<file path="src/hw/ltd_defs.svh">
/*
  Register offsets, field positions, reset values and timing counts of the
  level threshold detector.
  Assumes inclusion by bare name from the design files and the bench.
*/
`ifndef LTD_DEFS_SVH
`define LTD_DEFS_SVH

// ----------------------------------------------------------------------
// Register byte offsets
// ----------------------------------------------------------------------
`define LTD_OFS_CTRL      12'h000
`define LTD_OFS_LEVEL     12'h004
`define LTD_OFS_DELAY     12'h008
`define LTD_OFS_STATUS    12'h00C
`define LTD_OFS_IRQ_STAT  12'h010
`define LTD_OFS_IRQ_MASK  12'h014
`define LTD_OFS_CEILING   12'h018

// ----------------------------------------------------------------------
// Field positions
// ----------------------------------------------------------------------
`define LTD_CTRL_SRC_LSB   0
`define LTD_CTRL_SRC_MSB   2
`define LTD_CTRL_ROUTE_BIT 4
`define LTD_IRQ_ON_BIT     0
`define LTD_IRQ_OFF_BIT    1

// ----------------------------------------------------------------------
// Reset values (level in tenths of percent, delay in tenths of second)
// ----------------------------------------------------------------------
`define LTD_RST_SRC       3'h2
`define LTD_RST_ROUTE     1'h0
`define LTD_RST_LEVEL     16'h0064
`define LTD_RST_DELAY     12'h0064
`define LTD_RST_CEILING   16'h03E8
`define LTD_LEVEL_MIN     16'h0001
`define LTD_PCT_MAX       16'h03E8
`define LTD_DELAY_MAX     12'h0BB8

// ----------------------------------------------------------------------
// Timing: tenth-second step at 200 MHz
// ----------------------------------------------------------------------
`define LTD_STEP_MS       100
`define LTD_CLK_MHZ       200
`define LTD_STEP_CYC      (`LTD_STEP_MS * 1000 * `LTD_CLK_MHZ)

`endif

</file>
<file path="src/hw/ltd_pkg.sv">
/*
  Types shared by the level threshold detector files.
  Assumes ltd_defs.svh holds the numeric constants.
*/
package ltd_pkg;

  // Detector input sources
  typedef enum logic [2:0] {
    SRC_CURRENT_LOOP_FEEDBACK = 3'h0,
    SRC_SPEED_LOOP_FEEDBACK = 3'h1,
    SRC_RAMP_INPUT_PROBE = 3'h2,
    SRC_RAMP_RESULT = 3'h3,
    SRC_CHOSEN_SPEED_SOURCE = 3'h4
  } ltd_src_t;

  // Regulator signal bundle, signed, full scale = 1000 tenths
  typedef struct packed {
    logic signed [15:0] current_loop_feedback;
    logic signed [15:0] speed_loop_feedback;
    logic signed [15:0] ramp_input_probe;
    logic signed [15:0] ramp_result;
    logic signed [15:0] chosen_speed_source;
  } ltd_sig_t;

  // Detector configuration
  typedef struct packed {
    logic [15:0] level;
    logic [11:0] delay;
  } ltd_cfg_t;

endpackage

</file>
<file path="src/hw/ltd_qual.sv">
/*
  Qualification core: magnitude compare and delay timer.
  Assumes the input magnitude and configuration are synchronous to core_clk.
*/
`timescale 1ns/10ps
`include "ltd_defs.svh"

module ltd_qual #(
  parameter int unsigned STEP_CYC = `LTD_STEP_CYC
) (
  input wire logic core_clk,
  input wire logic arst_n,
  input wire logic [15:0] mag,
  input wire ltd_pkg::ltd_cfg_t cfg,
  output logic det_on
);

  logic [31:0] sub_q, sub_d;
  logic [11:0] step_q, step_d;
  logic on_q, on_d;
  logic above;

  // ----------------------------------------------------------------------
  // Timer
  // ----------------------------------------------------------------------
  assign above = (mag >= cfg.level);

  // Output only after strictly longer than the delay
  always_comb begin
    sub_d = sub_q;
    step_d = step_q;
    on_d = on_q;
    if (!above) begin
      sub_d = 32'h0000_0000;
      step_d = 12'h000;
      on_d = 1'b0;
    end else if (!on_q) begin
      if (step_q >= cfg.delay) begin
        on_d = 1'b1;
      end else if (sub_q >= STEP_CYC - 1) begin
        sub_d = 32'h0000_0000;
        step_d = step_q + 12'h001;
      end else begin
        sub_d = sub_q + 32'h0000_0001;
      end
    end
  end

  // Reset clears the timer and holds output off
  always_ff @(posedge core_clk or negedge arst_n) begin
    if (!arst_n) begin
      sub_q <= 32'h0000_0000;
      step_q <= 12'h000;
      on_q <= 1'b0;
    end else begin
      sub_q <= sub_d;
      step_q <= step_d;
      on_q <= on_d;
    end
  end

  assign det_on = on_q;

  // ----------------------------------------------------------------------
  // Checks
  // ----------------------------------------------------------------------
  property p_drop_clears;
    @(posedge core_clk) disable iff (!arst_n)
      !above |=> !on_q && step_q == 12'h000;
  endproperty
  a_drop_clears: assert property (p_drop_clears)
    else $error("output not cleared after drop");

  property p_rise_needs_above;
    @(posedge core_clk) disable iff (!arst_n)
      $rose(on_q) |-> $past(above && step_q >= cfg.delay);
  endproperty
  a_rise_needs_above: assert property (p_rise_needs_above)
    else $error("output rose without qualification");

  property p_timer_idle_below;
    @(posedge core_clk) disable iff (!arst_n)
      !above |=> sub_q == 32'h0000_0000;
  endproperty
  a_timer_idle_below: assert property (p_timer_idle_below)
    else $error("timer ran while below level");

  c_on: cover property (@(posedge core_clk) disable iff (!arst_n)
    $rose(on_q));
  c_drop: cover property (@(posedge core_clk) disable iff (!arst_n)
    $fell(on_q));

endmodule

</file>
<file path="src/hw/ltd_top.sv">
/*
  Level threshold detector with APB register file and interrupt.
  Assumes regulator signals are synchronous to core_clk; the qualification
  step count may be shortened by parameter for simulation.
*/
`timescale 1ns/10ps
`include "ltd_defs.svh"

// Contract
// - Output turns on only after the input stays at or above the level longer than the delay.
// - The magnitude of the input is compared and the timer starts once it reaches the level.
// - A magnitude below the level clears the timer and turns the output off at once.
// - Expansion output two follows the detector only when its route selects it.
// - Source is one of five regulator signals, ramp input probe by default.
// - Level is 0.1 to 100.0 percent, default 10.0 percent, for speed sources; clamped only on a level write, not on a source change.
// - With current feedback the level range runs from 0.1 to the current ceiling; clamped only on a level write, not on a ceiling or source change.
// - Delay is 0 to 300.0 s in tenth steps, default 10.0 s.
module ltd_top #(
  parameter int unsigned STEP_CYC = `LTD_STEP_CYC
) (
  input wire logic core_clk,
  input wire logic arst_n,
  input wire logic psel,
  input wire logic penable,
  input wire logic pwrite,
  input wire logic [11:0] paddr,
  input wire logic [31:0] pwdata,
  output logic [31:0] prdata,
  output logic pready,
  output logic pslverr,
  input wire ltd_pkg::ltd_sig_t sig,
  output logic level_detect_out,
  output logic aux_output_two,
  output logic irq
);

  // ----------------------------------------------------------------------
  // Register state
  // ----------------------------------------------------------------------
  ltd_pkg::ltd_src_t src_q, src_d;
  logic route_q, route_d;
  logic [15:0] level_q, level_d;
  logic [11:0] delay_q, delay_d;
  logic [15:0] ceil_q, ceil_d;
  logic [1:0] ist_q, ist_d;
  logic [1:0] imask_q, imask_d;
  logic [31:0] rdata_q, rdata_d;
  logic aux_q, aux_d;
  logic det_on, det_prev_q;
  logic [1:0] ev;
  logic wr, rd, hit;
  logic signed [15:0] raw;
  logic [15:0] mag;
  logic [15:0] lvl_max;
  logic [15:0] wlevel;
  logic [11:0] wdelay;
  ltd_pkg::ltd_cfg_t cfg;

  // ----------------------------------------------------------------------
  // APB decode
  // ----------------------------------------------------------------------
  // Zero-wait slave: every access completes in its first access cycle
  assign pready = 1'b1;
  assign wr = psel && penable && pwrite;
  // Reads decode in the setup cycle so read data is a flop by access
  assign rd = psel && !penable && !pwrite;
  always_comb begin
    case (paddr)
      `LTD_OFS_CTRL, `LTD_OFS_LEVEL, `LTD_OFS_DELAY, `LTD_OFS_STATUS,
      `LTD_OFS_IRQ_STAT, `LTD_OFS_IRQ_MASK, `LTD_OFS_CEILING: hit = 1'b1;
      default: hit = 1'b0;
    endcase
  end
  assign pslverr = psel && penable && !hit;

  // ----------------------------------------------------------------------
  // Source select and magnitude
  // ----------------------------------------------------------------------
  always_comb begin
    case (src_q)
      ltd_pkg::SRC_CURRENT_LOOP_FEEDBACK: raw = sig.current_loop_feedback;
      ltd_pkg::SRC_SPEED_LOOP_FEEDBACK: raw = sig.speed_loop_feedback;
      ltd_pkg::SRC_RAMP_INPUT_PROBE: raw = sig.ramp_input_probe;
      ltd_pkg::SRC_RAMP_RESULT: raw = sig.ramp_result;
      ltd_pkg::SRC_CHOSEN_SPEED_SOURCE: raw = sig.chosen_speed_source;
      default: raw = 16'sh0000;
    endcase
  end
  // Saturate the most negative code so the magnitude never wraps
  assign mag = raw[15] ? ((raw == 16'sh8000) ? 16'h7FFF :
                          16'(-raw)) : 16'(raw);

  // Level ceiling depends on source kind
  assign lvl_max = (src_q == ltd_pkg::SRC_CURRENT_LOOP_FEEDBACK) ?
                   ceil_q : `LTD_PCT_MAX;

  // Write values clamped into their legal ranges
  always_comb begin
    wlevel = pwdata[15:0];
    if (wlevel < `LTD_LEVEL_MIN) begin
      wlevel = `LTD_LEVEL_MIN;
    end else if (wlevel > lvl_max) begin
      wlevel = lvl_max;
    end
    wdelay = pwdata[11:0];
    if (wdelay > `LTD_DELAY_MAX) begin
      wdelay = `LTD_DELAY_MAX;
    end
  end

  // ----------------------------------------------------------------------
  // Detector core
  // ----------------------------------------------------------------------
  assign cfg.level = level_q;
  assign cfg.delay = delay_q;

  ltd_qual #(
    .STEP_CYC(STEP_CYC)
  ) u_qual (
    .core_clk(core_clk),
    .arst_n(arst_n),
    .mag(mag),
    .cfg(cfg),
    .det_on(det_on)
  );

  // Detector events: turn-on and turn-off edges
  assign ev[`LTD_IRQ_ON_BIT] = det_on && !det_prev_q;
  assign ev[`LTD_IRQ_OFF_BIT] = !det_on && det_prev_q;

  // ----------------------------------------------------------------------
  // Register next state
  // ----------------------------------------------------------------------
  always_comb begin
    src_d = src_q;
    route_d = route_q;
    level_d = level_q;
    delay_d = delay_q;
    ceil_d = ceil_q;
    imask_d = imask_q;
    ist_d = ist_q;
    rdata_d = rdata_q;
    if (wr) begin
      case (paddr)
        `LTD_OFS_CTRL: begin
          // Unlisted source codes are ignored, keeping a valid source
          if (pwdata[`LTD_CTRL_SRC_MSB:`LTD_CTRL_SRC_LSB] <= 3'h4) begin
            src_d = ltd_pkg::ltd_src_t'(
              pwdata[`LTD_CTRL_SRC_MSB:`LTD_CTRL_SRC_LSB]);
          end
          route_d = pwdata[`LTD_CTRL_ROUTE_BIT];
        end
        `LTD_OFS_LEVEL: level_d = wlevel;
        `LTD_OFS_DELAY: delay_d = wdelay;
        `LTD_OFS_CEILING: ceil_d = (pwdata[15:0] < `LTD_LEVEL_MIN) ?
                                   `LTD_LEVEL_MIN : pwdata[15:0];
        `LTD_OFS_IRQ_STAT: ist_d = ist_q & ~pwdata[1:0];
        `LTD_OFS_IRQ_MASK: imask_d = pwdata[1:0];
        default: ;
      endcase
    end
    // Set wins over a same-cycle clear
    ist_d = ist_d | ev;
    if (rd) begin
      case (paddr)
        `LTD_OFS_CTRL: rdata_d = {27'h000_0000, route_q, 1'b0, src_q};
        `LTD_OFS_LEVEL: rdata_d = {16'h0000, level_q};
        `LTD_OFS_DELAY: rdata_d = {20'h0_0000, delay_q};
        `LTD_OFS_STATUS: rdata_d = {30'h0000_0000, aux_q, det_on};
        `LTD_OFS_IRQ_STAT: rdata_d = {30'h0000_0000, ist_q};
        `LTD_OFS_IRQ_MASK: rdata_d = {30'h0000_0000, imask_q};
        `LTD_OFS_CEILING: rdata_d = {16'h0000, ceil_q};
        default: rdata_d = 32'h0000_0000;
      endcase
    end
    // Routing of expansion output two
    aux_d = route_q && det_on;
  end

  // Registers; output route gating is registered for a clean pin
  always_ff @(posedge core_clk or negedge arst_n) begin
    if (!arst_n) begin
      src_d_reset: begin
        src_q <= ltd_pkg::ltd_src_t'(`LTD_RST_SRC);
      end
      route_q <= `LTD_RST_ROUTE;
      level_q <= `LTD_RST_LEVEL;
      delay_q <= `LTD_RST_DELAY;
      ceil_q <= `LTD_RST_CEILING;
      imask_q <= 2'h0;
      ist_q <= 2'h0;
      rdata_q <= 32'h0000_0000;
      aux_q <= 1'b0;
      det_prev_q <= 1'b0;
    end else begin
      src_q <= src_d;
      route_q <= route_d;
      level_q <= level_d;
      delay_q <= delay_d;
      ceil_q <= ceil_d;
      imask_q <= imask_d;
      ist_q <= ist_d;
      rdata_q <= rdata_d;
      aux_q <= aux_d;
      det_prev_q <= det_on;
    end
  end

  // ----------------------------------------------------------------------
  // Outputs
  // ----------------------------------------------------------------------
  // Read data comes from the flop loaded in the setup cycle; it stands
  // through the whole zero-wait access phase
  assign prdata = rdata_q;
  assign level_detect_out = det_on;
  assign aux_output_two = aux_q;
  assign irq = |(ist_q & imask_q);

  // ----------------------------------------------------------------------
  // Checks
  // ----------------------------------------------------------------------
  property p_route_gate;
    @(posedge core_clk) disable iff (!arst_n)
      aux_output_two |-> $past(route_q) && $past(det_on);
  endproperty
  a_route_gate: assert property (p_route_gate)
    else $error("output two driven without route");

  property p_route_follow;
    @(posedge core_clk) disable iff (!arst_n)
      route_q && det_on |=> aux_output_two;
  endproperty
  a_route_follow: assert property (p_route_follow)
    else $error("output two not following detector");

  property p_level_range;
    @(posedge core_clk) disable iff (!arst_n)
      wr && paddr == `LTD_OFS_LEVEL |=> level_q >= `LTD_LEVEL_MIN &&
        level_q <= $past(lvl_max);
  endproperty
  a_level_range: assert property (p_level_range)
    else $error("level outside range");

  property p_delay_range;
    @(posedge core_clk) disable iff (!arst_n)
      delay_q <= `LTD_DELAY_MAX;
  endproperty
  a_delay_range: assert property (p_delay_range)
    else $error("delay above maximum");

  property p_src_valid;
    @(posedge core_clk) disable iff (!arst_n)
      src_q <= ltd_pkg::SRC_CHOSEN_SPEED_SOURCE;
  endproperty
  a_src_valid: assert property (p_src_valid)
    else $error("invalid source");

  property p_off_below;
    @(posedge core_clk) disable iff (!arst_n)
      mag < level_q && !(wr && paddr == `LTD_OFS_LEVEL) &&
      !(wr && paddr == `LTD_OFS_CTRL) |=> !level_detect_out;
  endproperty
  a_off_below: assert property (p_off_below)
    else $error("output on while below level");

  property p_src_refused;
    @(posedge core_clk) disable iff (!arst_n)
      wr && paddr == `LTD_OFS_CTRL &&
        pwdata[`LTD_CTRL_SRC_MSB:`LTD_CTRL_SRC_LSB] > 3'h4
        |=> $stable(src_q);
  endproperty
  a_src_refused: assert property (p_src_refused)
    else $error("refused source code was taken");

  property p_delay_write;
    @(posedge core_clk) disable iff (!arst_n)
      wr && paddr == `LTD_OFS_DELAY && pwdata[11:0] <= `LTD_DELAY_MAX
        |=> delay_q == $past(pwdata[11:0]);
  endproperty
  a_delay_write: assert property (p_delay_write)
    else $error("legal delay not stored");

  // Unrouted output two stays low whatever the detector does
  property p_aux_unrouted;
    @(posedge core_clk) disable iff (!arst_n)
      !route_q |=> !aux_output_two;
  endproperty
  a_aux_unrouted: assert property (p_aux_unrouted)
    else $error("output two driven while unrouted");

  // Interrupt status: a turn-on event latches, a one written clears
  property p_on_event_sets;
    @(posedge core_clk) disable iff (!arst_n)
      ev[`LTD_IRQ_ON_BIT] |=> ist_q[`LTD_IRQ_ON_BIT];
  endproperty
  a_on_event_sets: assert property (p_on_event_sets)
    else $error("turn-on event not latched");

  property p_on_clear;
    @(posedge core_clk) disable iff (!arst_n)
      wr && paddr == `LTD_OFS_IRQ_STAT && pwdata[`LTD_IRQ_ON_BIT] &&
        !ev[`LTD_IRQ_ON_BIT] |=> !ist_q[`LTD_IRQ_ON_BIT];
  endproperty
  a_on_clear: assert property (p_on_clear)
    else $error("turn-on status not cleared");

  c_route_on: cover property (@(posedge core_clk) disable iff (!arst_n)
    $rose(aux_output_two));
  c_irq: cover property (@(posedge core_clk) disable iff (!arst_n)
    $rose(irq));
  c_current: cover property (@(posedge core_clk) disable iff (!arst_n)
    src_q == ltd_pkg::SRC_CURRENT_LOOP_FEEDBACK && det_on);

endmodule

</file>
<file path="config.mk">
export PLATFORM = sky130hd
export DESIGN_NAME = ltd_top
export DESIGN_NICKNAME = d
export VERILOG_FILES = /design/src/hw/ltd_pkg.sv /design/src/hw/ltd_qual.sv /design/src/hw/ltd_top.sv
export VERILOG_INCLUDE_DIRS = /design/src /design/src/hw
export SDC_FILE = /design/constraint.sdc
export NUM_CORES = 1
export LEC_CHECK = 0
export BUFFER_PORTS_ARGS = -buffer_cell sky130_fd_sc_hd__buf_2
export CORE_MARGIN = 2
export CORE_UTILIZATION = 30
export CTS_BUF_LIST = sky130_fd_sc_hd__clkbuf_4 sky130_fd_sc_hd__clkbuf_8 sky130_fd_sc_hd__clkbuf_16
export CTS_CLUSTER_DIAMETER = 50
export DETAILED_ROUTE_END_ITERATION = 6
export SYNTH_ARGS = -nofsm -noshare
export SYNTH_HDL_FRONTEND = slang
export SYNTH_HIERARCHICAL = 1
export SYNTH_SLANG_ARGS = --single-unit
</file>
<file path="constraint.sdc">
create_clock -name core_clk -period 4.6 [get_ports core_clk]
set_input_delay 0.92 -clock core_clk [delete_from_list [all_inputs] [get_ports core_clk]]
set_output_delay 0.92 -clock core_clk [all_outputs]
set_load 0.01 [all_outputs]
</file>
Word-level counts from Yosys, hierarchy flattened

Index checks and enable logic that the tools add are counted.

Add/subtract/negate cells: 3
Magnitude comparators: 7
Equality and inequality tests: 14
Mux-type cells: 23
Bitwise operators: 4
Reduce and logical (&&, ||, !) cells: 25

Operators by type and width:

| kind                                                                                  | count |
|---|---|
| 32-bit two-way mux                                                                    | 4 |
| 16-bit case mux with 7 select lines                                                   | 1 |
| 16-bit two-way mux                                                                    | 6 |
| 16-bit case mux with 5 select lines                                                   | 1 |
| 12-bit two-way mux                                                                    | 5 |
| 12-bit by 5-bit equality test with 1-bit output, second input constant                | 3 |
| 32-bit by 1-bit adder with 32-bit output, second input constant                       | 1 |
| 32-bit by 25-bit greater-or-equal comparator with 1-bit output, second input constant | 1 |
| 12-bit by 4-bit equality test with 1-bit output, second input constant                | 2 |
| 16-bit equality test, second input constant                                           | 1 |
| 16-bit greater-or-equal comparator                                                    | 1 |
| 16-bit greater-than comparator                                                        | 1 |
| 16-bit by 1-bit less-than comparator with 1-bit output, second input constant         | 1 |
| 16-bit negator                                                                        | 1 |
| 12-bit by 1-bit adder with 12-bit output, second input constant                       | 1 |
| 12-bit by 3-bit equality test with 1-bit output, second input constant                | 1 |
| 12-bit greater-or-equal comparator                                                    | 1 |
| 12-bit greater-than comparator, second input constant                                 | 1 |
| 12-bit zero test                                                                      | 1 |
| 2-bit AND reduction                                                                   | 6 |
| 1-bit logical AND                                                                     | 8 |
| 7-bit OR reduction                                                                    | 1 |
| 3-bit by 2-bit equality test with 1-bit output, second input constant                 | 2 |
| 2-bit inequality test, second input constant                                          | 3 |
| 12 further kinds                                                                      | 22 |

Bits in registers: 131
Output and inout bits: 37
Logic and storage cells: 89

Longest topological paths before layout

Gate-level depths: netlist of run 1.

Depth in word-level cells: 8
Mapped depth: 20
Gate-level depth less buffers: 15

Modules after synthesis

The synthesis of run 1 kept the hierarchy.

Modules (own cells, without submodules):

| module   | instances | cells each | area an instance (µm²) |
|---|---|---|---|
| ltd_top  | 1         | 602        | 5208.7 |
| ltd_qual | 1         | 386        | 3224.3 |

Worst setup path after synthesis of run 1

OpenSTA, ideal clock, no wires.

Path kind: in2reg
Start point: in sig[60] (netlist name)
End point: reg u_qual.on_q, in the netlist u_qual/det_on
Library setup time: 132 ps
Data arrival time: 4392 ps
Slack: 76 ps
Stages: 18
Cell sequence: mux2_1 a21oi_1 o22ai_1 nor4_1 nand4_2 or2_1 buf_6 nand2_1 inv_1 ha_1 nand2b_1 a2111o_1 a31oi_1 and2_1 clkbuf_1 clkbuf_1 buf_1 nor2_1

Cells in the longest elaborated chain, start to end: 6
Elaborated cells on any way between the ends: 7

Ends and longest elaborated chain:

| element                             | RTL line       | text |
|---|---|---|
| start, declared                     | ltd_top.sv:31  | `input wire ltd_pkg::ltd_sig_t sig,` |
| 16-bit case mux with 5 select lines | ltd_top.sv:80  | `case (src_q)` |
| 16-bit equality test                | ltd_top.sv:90  | `assign mag = raw[15] ? ((raw == 16'sh8000) ? 16'h7FFF :` |
| 16-bit two-way mux (2 in series)    | ltd_top.sv:90  |  |
| named net mag[0]                    | ltd_top.sv:53  | `logic [15:0] mag;` |
| 16-bit greater-or-equal comparator  | ltd_qual.sv:26 | `assign above = (mag >= cfg.level);` |
| 1-bit two-way mux                   | ltd_qual.sv:33 | `if (!above) begin` |
| named net u_qual.on_d               | ltd_qual.sv:20 | `logic on_q, on_d;` |
| end signal, assigned                | ltd_qual.sv:58 | `on_q <= on_d;` |
| end, declared                       | ltd_qual.sv:20 |  |

The timed path passes the listed nets, and every way through them passes these cells.
A chain may end at the register's enable or synchronous reset.

Worst setup path in the final report of run 1

Start point: reg src_q[1]
End point: reg u_qual.sub_q[2]

Cells in the longest elaborated chain, start to end: 8
Elaborated cells on any way between the ends: 15

Ends and longest elaborated chain:

| element                                                | RTL line                     | text |
|---|---|---|
| start, declared                                        | ltd_top.sv:40                | `ltd_pkg::ltd_src_t src_q, src_d;` |
| start signal, assigned                                 | ltd_top.sv:184               | `` src_q <= ltd_pkg::ltd_src_t'(`LTD_RST_SRC); `` |
| start signal, assigned                                 | ltd_top.sv:196               | `src_q <= src_d;` |
| 3-bit equality test, or another cell as far along      | ltd_top.sv:80                |  |
| 16-bit case mux with 5 select lines (*)                | ltd_top.sv:80                |  |
| 16-bit negator or 16-bit equality test (tied branches) | ltd_top.sv:91, ltd_top.sv:90 |  |
| 16-bit two-way mux                                     | ltd_top.sv:90                |  |
| 16-bit two-way mux (*)                                 | ltd_top.sv:90                |  |
| named net mag[0]                                       | ltd_top.sv:53                |  |
| 16-bit greater-or-equal comparator (*)                 | ltd_qual.sv:26               |  |
| 2-bit inequality test (no line)                        | n/a                          |  |
| 2-bit AND reduction (no line)                          | n/a                          |  |
| end signal, assigned                                   | ltd_qual.sv:56               | `sub_q <= sub_d;` |
| end, declared                                          | ltd_qual.sv:18               | `logic [31:0] sub_q, sub_d;` |

Mark *: on every way through the listed nets, which the timed path passes. The rest lies on a longest branch.

==> results of run 1 <==
## routing by layer
metal | routed length, um | track usage | part of all wire
met5 | 36 | 0 | 0.0014
met4 | 412 | 0.0457 | 0.016
met3 | 2060 | 0.0511 | 0.078
met2 | 12300 | 0.304 | 0.47
met1 | 11500 | 0.222 | 0.44
## cell usage in the layout (no fill, tap or decap), types with 13 or more instances in the layout
master       n
a21oi_1     70
clkbuf_16   17
mux2_2      26
ha_1        47
nor2b_1     18
or4_1       13
nor3_1      23
nand3_1     34
dfrtp_1    101
nand4_1     15
buf_4       47
nor2_1      78
nand2_1     97
and3_1      19
o22ai_1     13
conb_1      17
buf_2      131
o21ai_0     65
inv_1       49
mux2i_1     19
## worst register-to-register path: cells and delay by family, from the launching register on
| family | cells | cell delay (ps) |
|---|---|---|
| compound gates | 5 | 1380 |
| fa+ha+maj | 1 | 280 |
| buf+inv | 3 | 350 |
| flops | 1 | 740 |
| mux | 1 | 380 |
| simple gates | 7 | 1180 |
## power groups by stage
stage                     logic (mW)  clock network, mW  registers (mW)
after detailed placement       0.287                  0            1.04
after global placement         0.284                  0            1.04
final                          0.290               1.47            1.02
after global routing           0.326               1.53            1.02
after floorplan                0.150                  0            1.04
after CTS                      0.290               1.48            1.02
## kinds of logic after synthesis
group / count (synthesis)
AOI/OAI and AO/OA: 275
DFF: 115
and+or+nand+nor: 371
buffers and inverters: 120
xor gates and xnor gates: 8
muxes: 50
adders and majority gates: 47
other: 2
## layout make-up
class	count	area, sq um	share of cell area
Tap cell	378	473	0.0457
Clock inverter	13	196	0.0190
Timing Repair Buffer	181	1070	0.103
Antenna cell	3	7.51	0.000726
Inverter	49	184	0.0178
Sequential cell	115	2900	0.280
Clock buffer	19	447	0.0432
Multi-Input combinational cell	768	5060	0.490
## Yosys cell counts, drive strengths merged (5+ instances only)
cell type  number
nor2           80
a22o            6
inv            49
o22ai          14
nand2b          5
o31ai          12
o211ai          5
nand2          97
and2           14
nand4          16
a41oi          10
and3           19
xnor2           5
ha             47
dfstp          13
buf            40
a221oi          9
mux2           29
nor2b          18
nor4           12
a31oi           8
dfrtp         102
nand3          35
or4            13
nand3b          6
clkbuf         31
a22oi          10
o22a            7
a211oi          8
a21o            7
a21oi          71
or2             5
nor3b           7
a222oi         10
o21ai          67
nor3           25
mux2i          19
or3            10
## through the flow
step	cell area [sq um]	TNS [ps]	power, mW
floorplan	8490	0	1.19
global placement	9660	-780	1.32
detailed placement	9660	-999	1.32
CTS	10300	0	2.79
global route	10300	-97.1	2.87
finish	10300	0	2.77
## how the worst min path moves through the flow
stage / from / to / slack (ps)
global placement: det_prev_q / ist_q[0] / 430
CTS: det_prev_q / ist_q[0] / 470
detailed placement: det_prev_q / ist_q[0] / 470
global route: prdata[5] / prdata[5] / 500
finish: prdata[5] / prdata[5] / 480
floorplan: det_prev_q / ist_q[0] / 430
## registers in the layout, summed over array words and instances (netlist names), 2 cells and up
signal	cells
u_qual/step_q	12
imask_q	2
ceil_q	16
prdata	16
u_qual/sub_q	32
level_q	16
ist_q	2
src_q	3
delay_q	12
==> results_dict.tcl, run 1 <==
set metrics [dict create \
    outcome "finished, violations left" \
    failed_checks "DRC" \
    wire_per_inst_um 17.2 \
    cp_top_family "compound AO/OA/AOI/OAI gates" \
    drt_pass1_iterations 7 \
    cts_max_level 4 \
    power.switching_uw 704 \
    ys.flop_type "dfrtp_1" \
    finalMaxSlewViolations 0 \
    drv_cap 0 \
    setup.worst_path.start "src_q[1]" \
    drcViolationCount 8 \
    post-route-util 0.373 \
    crit_end "u_qual/sub_q[2]" \
    setup_ws_ps 209 \
    synth-simple-area-share 0.227 \
    cts_buffers 17 \
    reg2reg_to "u_qual/sub_q[2]" \
    start_kind "flip-flop" \
    synth_edf_count 0 \
    synth-xor-area-share 0.00831 \
    clock_latency_ps 430 \
    p_leak_nw 4.46 \
    rows 61 \
    die_w_um 172 \
    synth.area.top_cells "dfrtp_1 30%, ha_1 7.0%, nand2_1 4.3%" \
    path_buf_inv 3 \
    synth_fa_ha_area_frac 0.0697 \
    tightestPinTransition_ps 963 \
    path_class "flip-flop to flip-flop" \
    synthMuxAreaShare 0.0671 \
    post_drt_via_cell_ratio 5.37 \
    final_nets 1308 \
    min_delay_path_depth 2 \
    antenna_found_initial 6 \
    wl_mm 26.3 \
    reg2reg_slack_ps 210 \
    end_kind "flip-flop" \
    cp.depth 17 \
    dp_slack_ps -87.1 \
    gp_congestion 0.884 \
    final_cells 1526 \
    portBuffers 132 \
    async_reset_ff_frac 1.00 \
    holdWs_ps 475 \
    ys_seq_area_frac 0.343 \
    initial_core_util 0.304 \
    grt_start_max_net_pins 73 \
    vias 8198 \
    arrival_ps 4710 \
    grt_pass1_vias 8094 \
    crit_chain "mux2_2, a21oi_1, o32ai_1, and3b_1, nand4_2, or2_1, nand2_1, inv_1, ha_1, nand2b_1, a2111o_1, a31oi_1, and2_1, buf_12, buf_4, nor3b_1, a32o_1" \
    die_area_sq_mm 0.0295 \
    overflow 0 \
    syn_inst 988 \
    worstHoldPathType "flip-flop to flip-flop" \
    clk_pin_slew_worst_paths_ps 60 \
    fillers 2884 \
    fmax_ghz 0.228 \
    rr_worst_depth 17 \
    synth_top_family_by_area "simple AND/OR/NAND/NOR gates" \
    vdd_drop_max_uv 178 \
    grt_first_pass_wirelength_mm 41.9 \
    netlist_area_sq_mm 0.00843 \
    core-area_sq_mm 0.0277 \
    p_int_mw 2.07 \
    grtUsageTotal 0.179 \
    powerDensity_mw_per_mm2 268 \
    cts_buffer_depth 2 \
    ys_types 81 \
    synth_top_area_frac 0.303 \
    numPlacedInstances 1491 \
    slowest_stage "dfstp_4" \
    area_growth_syn_to_layout_pct 22.6 \
    cts_setup_buffers 0 \
    required_ps 4910 \
    cts_sinks 115 \
    fin_skew_ps 14.1 \
    yosys.area.top_type "dfrtp_1" \
    fin_crit_ps 4390 \
    slew_headroom 0.352 \
    pin_count 166 \
    hold_viol_final 0 \
    seq_power_share 0.367 \
    ys_ff_latch 115 \
    slowest_delay_ps 740 \
    holdBufCountCts 0 \
    drive_gt1_frac 0.245 \
    hpwl_mm 19.4 \
    ant_nets 0 \
    root_buffer "clkbuf_16" \
    fp.dieH_um 172 \
    fin_crit_sh 0.955 \
    synth_compound_gate_area_share 0.217 \
    cts_tree "done" \
    crit_fanout 18 \
    postCtsResizedCells 0 \
    p_sw_frac 0.254 \
    rr_startpoint "src_q[1]" \
    drt_iter0_markers 593 \
    syn_avg_cell_area_sq_um 8.54 \
    yosys_warnings 6 \
    comb_power_share 0.104 \
    setup_violations 0 \
    clockPowerShare 0.528 \
]
Note: power is estimated with default switching activity, not from simulation.
==> inputs of run 2 (changes only) <==
--- a/config.mk
+++ b/config.mk
@@ -8,10 +8,11 @@
 export LEC_CHECK = 0
 export BUFFER_PORTS_ARGS = -buffer_cell sky130_fd_sc_hd__buf_2
 export CORE_MARGIN = 2
-export CORE_UTILIZATION = 30
+export CORE_UTILIZATION = 55
 export CTS_BUF_LIST = sky130_fd_sc_hd__clkbuf_4 sky130_fd_sc_hd__clkbuf_8 sky130_fd_sc_hd__clkbuf_16
 export CTS_CLUSTER_DIAMETER = 50
 export DETAILED_ROUTE_END_ITERATION = 6
+export PLACE_DENSITY = 0.8
 export SYNTH_ARGS = -nofsm -noshare
 export SYNTH_HDL_FRONTEND = slang
 export SYNTH_HIERARCHICAL = 1
==> results_dict.tcl, run 2 (same netlist as run 1, synthesis figures left out) <==
set metrics [dict create \
    grt_start_max_net_pins 63 \
    ant_nets 0 \
    slew_headroom 0.218 \
    numPlacedInstances 1281 \
    grtUsageTotal 0.290 \
    setup_ws_ps 276 \
    antenna_found_initial 0 \
    place_area_sq_mm 0.00930 \
    powerDensity_mw_per_mm2 272 \
    final_cells 1314 \
    cts_buffer_depth 2 \
    dp_slack_ps 30.1 \
    hpwl_mm 17.0 \
    final_cell_mix "131 x buf_2, 102 x dfrtp_1, 97 x nand2_1" \
    fmax_ghz 0.231 \
    cts_tree "done" \
    wire_per_inst_um 18.1 \
    holdBufCountCts 0 \
    fillers 1195 \
    rsz0062_at_grt "false" \
    required_ps 4950 \
    cts_buffers 17 \
    die_w_um 128 \
    drive_gt1_frac 0.228 \
    tightestPinTransition_ps 1170 \
    initial_core_util 0.559 \
    final_common_cell "buf_2" \
    overflow 0 \
    crit_chain "buf_12, mux4_2, a21oi_1, ha_1, and2_1, nand3_1, a221o_1, ha_1, nand4_1, nor4_1, a31oi_1, and2_1, buf_12, or3_1, o22ai_1" \
    outcome "finished, final reports clean" \
    power_mw 2.70 \
    drcViolationCount 0 \
    gp_congestion 0.891 \
    drt_pass1_iterations 7 \
    root_buffer "clkbuf_16" \
    setup_violations 0 \
    drt_iter0_markers 920 \
    die_area_sq_mm 0.0163 \
    fp.dieH_um 128 \
    cts_max_level 4 \
    fin_crit_sh 0.940 \
    grt_first_pass_wirelength_mm 37.9 \
    start_kind "flip-flop" \
    path_buf_inv 2 \
    final_nets 1288 \
    multi_input_area_sq_mm 0.00505 \
    worstHoldPathType "flip-flop to flip-flop" \
    p_leak_nw 4.36 \
    finalMaxSlewViolations 0 \
    area_growth_syn_to_layout_pct 17.8 \
    vdd_drop_max_uv 225 \
    cp_top_family "simple AND/OR/NAND/NOR gates" \
    cts_sinks 115 \
    end_kind "flip-flop" \
    fin_area_sq_mm 0.00993 \
    core-area_sq_mm 0.0151 \
    regMostFlops "u_qual/sub_q" \
    post_drt_via_cell_ratio 6.26 \
    grt_pass1_vias 7567 \
    wl_mm 23.7 \
    largest_reg_flops 32 \
    slowest_delay_ps 760 \
    hold_viol_final 0 \
    final.setup.tns_ps 0 \
    pin_count 166 \
    path_class "flip-flop to flip-flop" \
    fin_skew_ps 9.02 \
    portBuffers 132 \
    rows 45 \
    clock_latency_ps 430 \
    arrival_ps 4670 \
    vias 8230 \
    slowest_stage "dfstp_2" \
    fin_crit_ps 4320 \
    crit_fanout 22 \
    regArea_sq_mm 0.00289 \
    clk_pin_slew_worst_paths_ps 60 \
    drv_cap 0 \
]
run 2: cell count changes in the layout (fill, tap and decap cells not counted), moves of 2 or more:
cell / change
clkinv_2: +2
buf_4: -22
inv_6: -4
buf_12: +2
clkinv_4: +2
diode_2: -2
clkbuf_8: +2
run 2: per-stage QoR:
step | hold slack, ps | util
4_1_cts | 465 | 0.658
2_1_floorplan | 426 | -
5_1_grt | 506 | 0.658
3_5_place_dp | 458 | 0.616
6_report | 469 | 0.658
3_3_place_gp | 440 | 0.616
run 2: report_power, final:
group / switching (mW) / leakage (nW) / internal, mW
logic: 0.168 / 2.51 / 0.110
registers: 0.00378 / 1.54 / 1.02
clock network: 0.497 / 0.307 / 0.903
run 2: area by class of cell:
| type | instances | area share |
|---|---|---|
| Multi-Input combinational cell | 768 | 0.508 |
| Antenna cell | 1 | 0.000252 |
| Sequential cell | 115 | 0.291 |
| Tap cell | 188 | 0.0237 |
| Clock buffer | 21 | 0.0477 |
| Inverter | 49 | 0.0185 |
| Timing Repair Buffer | 161 | 0.0950 |
| Clock inverter | 11 | 0.0152 |
run 2: timing repair:
action                     in CTS  in global routing
buffers inserted                0                  0
setup endpoints to repair       0                  8
gates resized for setup         0                  1
run 2: worst paths after layout:
check,slack [ps],startpoint,to,cells past startpoint
hold / removal,470,det_prev_q,ist_q[0],1
min in group asynchronous,540,arst_n,u_qual/step_q[0],1
hold reg to reg,470,det_prev_q,ist_q[0],1
setup / recovery,280,src_q[1],u_qual/sub_q[8],15
max in group asynchronous,3240,arst_n,ceil_q[8],2
setup reg to reg,280,src_q[1],u_qual/sub_q[8],15
run 2: per-layer routing:
layer | vias up | GRT usage | wire length [um]
met5 | - | 0 | 0
met4 | 0 | 0.0834 | 416
met3 | 38 | 0.0693 | 2200
met2 | 417 | 0.463 | 11000
met1 | 3881 | 0.395 | 10200
li1 | 3894 | - | -
==> inputs of run 3 (changes only) <==
--- a/config.mk
+++ b/config.mk
@@ -6,13 +6,14 @@
 export SDC_FILE = /design/constraint.sdc
 export NUM_CORES = 1
 export LEC_CHECK = 0
+export ABC_AREA = 1
 export BUFFER_PORTS_ARGS = -buffer_cell sky130_fd_sc_hd__buf_2
 export CORE_MARGIN = 2
 export CORE_UTILIZATION = 55
 export CTS_BUF_LIST = sky130_fd_sc_hd__clkbuf_4 sky130_fd_sc_hd__clkbuf_8 sky130_fd_sc_hd__clkbuf_16
 export CTS_CLUSTER_DIAMETER = 50
 export DETAILED_ROUTE_END_ITERATION = 6
-export PLACE_DENSITY = 0.8
+export PLACE_DENSITY = 0.79
 export SYNTH_ARGS = -nofsm -noshare
 export SYNTH_HDL_FRONTEND = slang
 export SYNTH_HIERARCHICAL = 1
==> results_dict.tcl, run 3 <==
set metrics [dict create \
    outcome "finished, violations left" \
    failed_checks "DRC" \
    yosys.area.top_type "dfrtp_1" \
    cts_buffer_depth 2 \
    fillers 1473 \
    final_cell_mix "387 x nand2_1, 164 x inv_1, 141 x nand3_1" \
    grtUsageTotal 0.291 \
    slowest_delay_ps 730 \
    portBuffers 132 \
    netlist_area_sq_mm 0.00937 \
    drv_cap 0 \
    grt_pass1_vias 8759 \
    arrival_ps 4390 \
    final_nets 1644 \
    power_mw 2.61 \
    place_area_sq_mm 0.0100 \
    end_kind "flip-flop" \
    ant_nets 0 \
    rsz0062_at_grt "false" \
    fp.dieH_um 135 \
    synth_edf_count 0 \
    postCtsResizedCells 0 \
    pin_count 166 \
    antenna_found_initial 0 \
    synth_most_common_cell "nand2_1" \
    regArea_sq_mm 0.00289 \
    vdd_drop_max_uv 300 \
    synth_top_area_frac 0.272 \
    finalMaxSlewViolations 0 \
    initial_core_util 0.563 \
    post-route-util 0.640 \
    drt_iter0_markers 1018 \
    die_area_sq_mm 0.0181 \
    required_ps 4970 \
    fin_skew_ps 10.1 \
    tightestPinTransition_ps 1020 \
    setup_violations 0 \
    path_class "flip-flop to flip-flop" \
    cts_setup_buffers 0 \
    cts_buffers 17 \
    wire_per_inst_um 15.2 \
    slew_headroom 0.317 \
    final.setup.tns_ps 0 \
    rows 47 \
    grt_start_max_net_pins 80 \
    cts_sinks 115 \
    synth.area.top_cells "dfrtp_1 27%, nand2_1 16%, nand3_1 7.5%" \
    overflow 0 \
    hpwl_mm 19.0 \
    syn_inst 1349 \
    fin_crit_sh 0.873 \
    syn_avg_cell_area_sq_um 6.94 \
    cp_common_cell "nand2_1" \
    fmax_ghz 0.249 \
    holdWs_ps 479 \
    async_reset_ff_frac 1.00 \
    p_leak_nw 5.98 \
    largest_reg_flops 32 \
    gp_congestion 0.952 \
    grt_first_pass_wirelength_mm 42.1 \
    crit_fanout 26 \
    crit_chain "nand3_2, o21ai_0, nor2_4, ha_1, nand3_2, inv_1, nand2_1, nand2_1, o21ai_0, nand3_1, ha_1, nand4_1, nor3_1, nand2_1, nand2_2, nand2_2, inv_2, nand2_1, nand2_1" \
    regMostFlops "u_qual/sub_q" \
    root_buffer "clkbuf_16" \
    cts_max_level 4 \
    wl_mm 25.9 \
    fin_crit_ps 4020 \
    slowest_stage "dfstp_2" \
    ys_seq_area_frac 0.309 \
    post_drt_via_cell_ratio 5.53 \
    area_growth_syn_to_layout_pct 13.8 \
    vias 9400 \
    ys_types 54 \
    diodes 0 \
    cts_tree "done" \
    powerDensity_mw_per_mm2 244 \
    ys.flop_type "dfrtp_1" \
    ys_ff_latch 115 \
    clk_pin_slew_worst_paths_ps 50 \
    multi_input_area_sq_mm 0.00545 \
    hold_viol_final 0 \
    clock_latency_ps 430 \
    die_w_um 135 \
    drt_pass1_iterations 7 \
    final_common_cell "nand2_1" \
    fin_area_sq_mm 0.0107 \
    core-area_sq_mm 0.0166 \
    yosys_warnings 6 \
    worstHoldPathType "flip-flop to flip-flop" \
    drcViolationCount 11 \
    start_kind "flip-flop" \
    drive_gt1_frac 0.188 \
    holdBufCountCts 0 \
    synth_common_cells "387 x nand2_1, 164 x inv_1, 141 x nand3_1" \
]
-- run 3: changes by cell type after synthesis, moves of 19 or more --
cell	change
mux2i_1	-19
xor2_1	+22
nand3_1	+107
mux2_2	-26
clkbuf_1	-23
nor2_4	+19
nor2_1	+49
nand2_1	+290
a21oi_1	-43
nand4_1	+27
inv_1	+115
-- run 3: cells by family after synthesis --
| group | share of synthesized area |
|---|---|
| and+or+nand+nor | 0.404 |
| buffers and inverters | 0.116 |
| AOI/OAI and AO/OA | 0.0827 |
| DFF | 0.309 |
| adders and majority gates | 0.0628 |
| xor gates and xnor gates | 0.0252 |
| other | 0.000802 |
-- run 3: final timing paths --
path	from	to	slack [ps]	cells after the start
setup / recovery	src_q[1]	u_qual/sub_q[9]	580	19
hold / removal	prdata[1]	prdata[1]	480	2
setup reg to reg	src_q[1]	u_qual/sub_q[9]	580	19
hold reg to reg	prdata[1]	prdata[1]	480	2
max in group asynchronous	arst_n	level_q[0]	3040	2
min in group asynchronous	arst_n	ceil_q[12]	650	1
-- run 3: metrics by stage --
step           instances  setup slack [ps]
6_report            1701               584
2_1_floorplan       1364              1230
4_1_cts             1701               679
5_1_grt             1701               302
3_3_place_gp        1669               704
3_5_place_dp        1669               669
-- run 3: final cells by class --
cell class / instances / share of cell area
repair buffers: 142 / 0.0693
clock inverters: 9 / 0.0142
well taps: 220 / 0.0258
flip-flops and latches: 115 / 0.272
clock buffers: 23 / 0.0465
inverters: 173 / 0.0615
multi-input cells: 1019 / 0.511
-- run 3: worst max-delay path: cells and delay by family, from the launching register on --
family | cells | cell delay [ps]
adder cells (fa/ha/maj) | 2 | 570
flip-flops | 1 | 730
AO/OA/AOI/OAI | 2 | 470
buffers and inverters | 2 | 490
AND/OR/NAND/NOR | 13 | 1720
-- run 3: routing by layer --
metal	routed length [um]	up-vias	track usage
met3	2050	65	0.0529
li1	-	4570	-
met2	12200	430	0.479
met1	10900	4335	0.381
met5	0	-	0
met4	781	0	0.116
-- run 3: where the power goes --
group	switching (mW)	leakage (nW)	internal, mW
registers	0.000697	1.44	1.01
clock network	0.468	0.320	0.972
logic	0.0967	4.21	0.0534
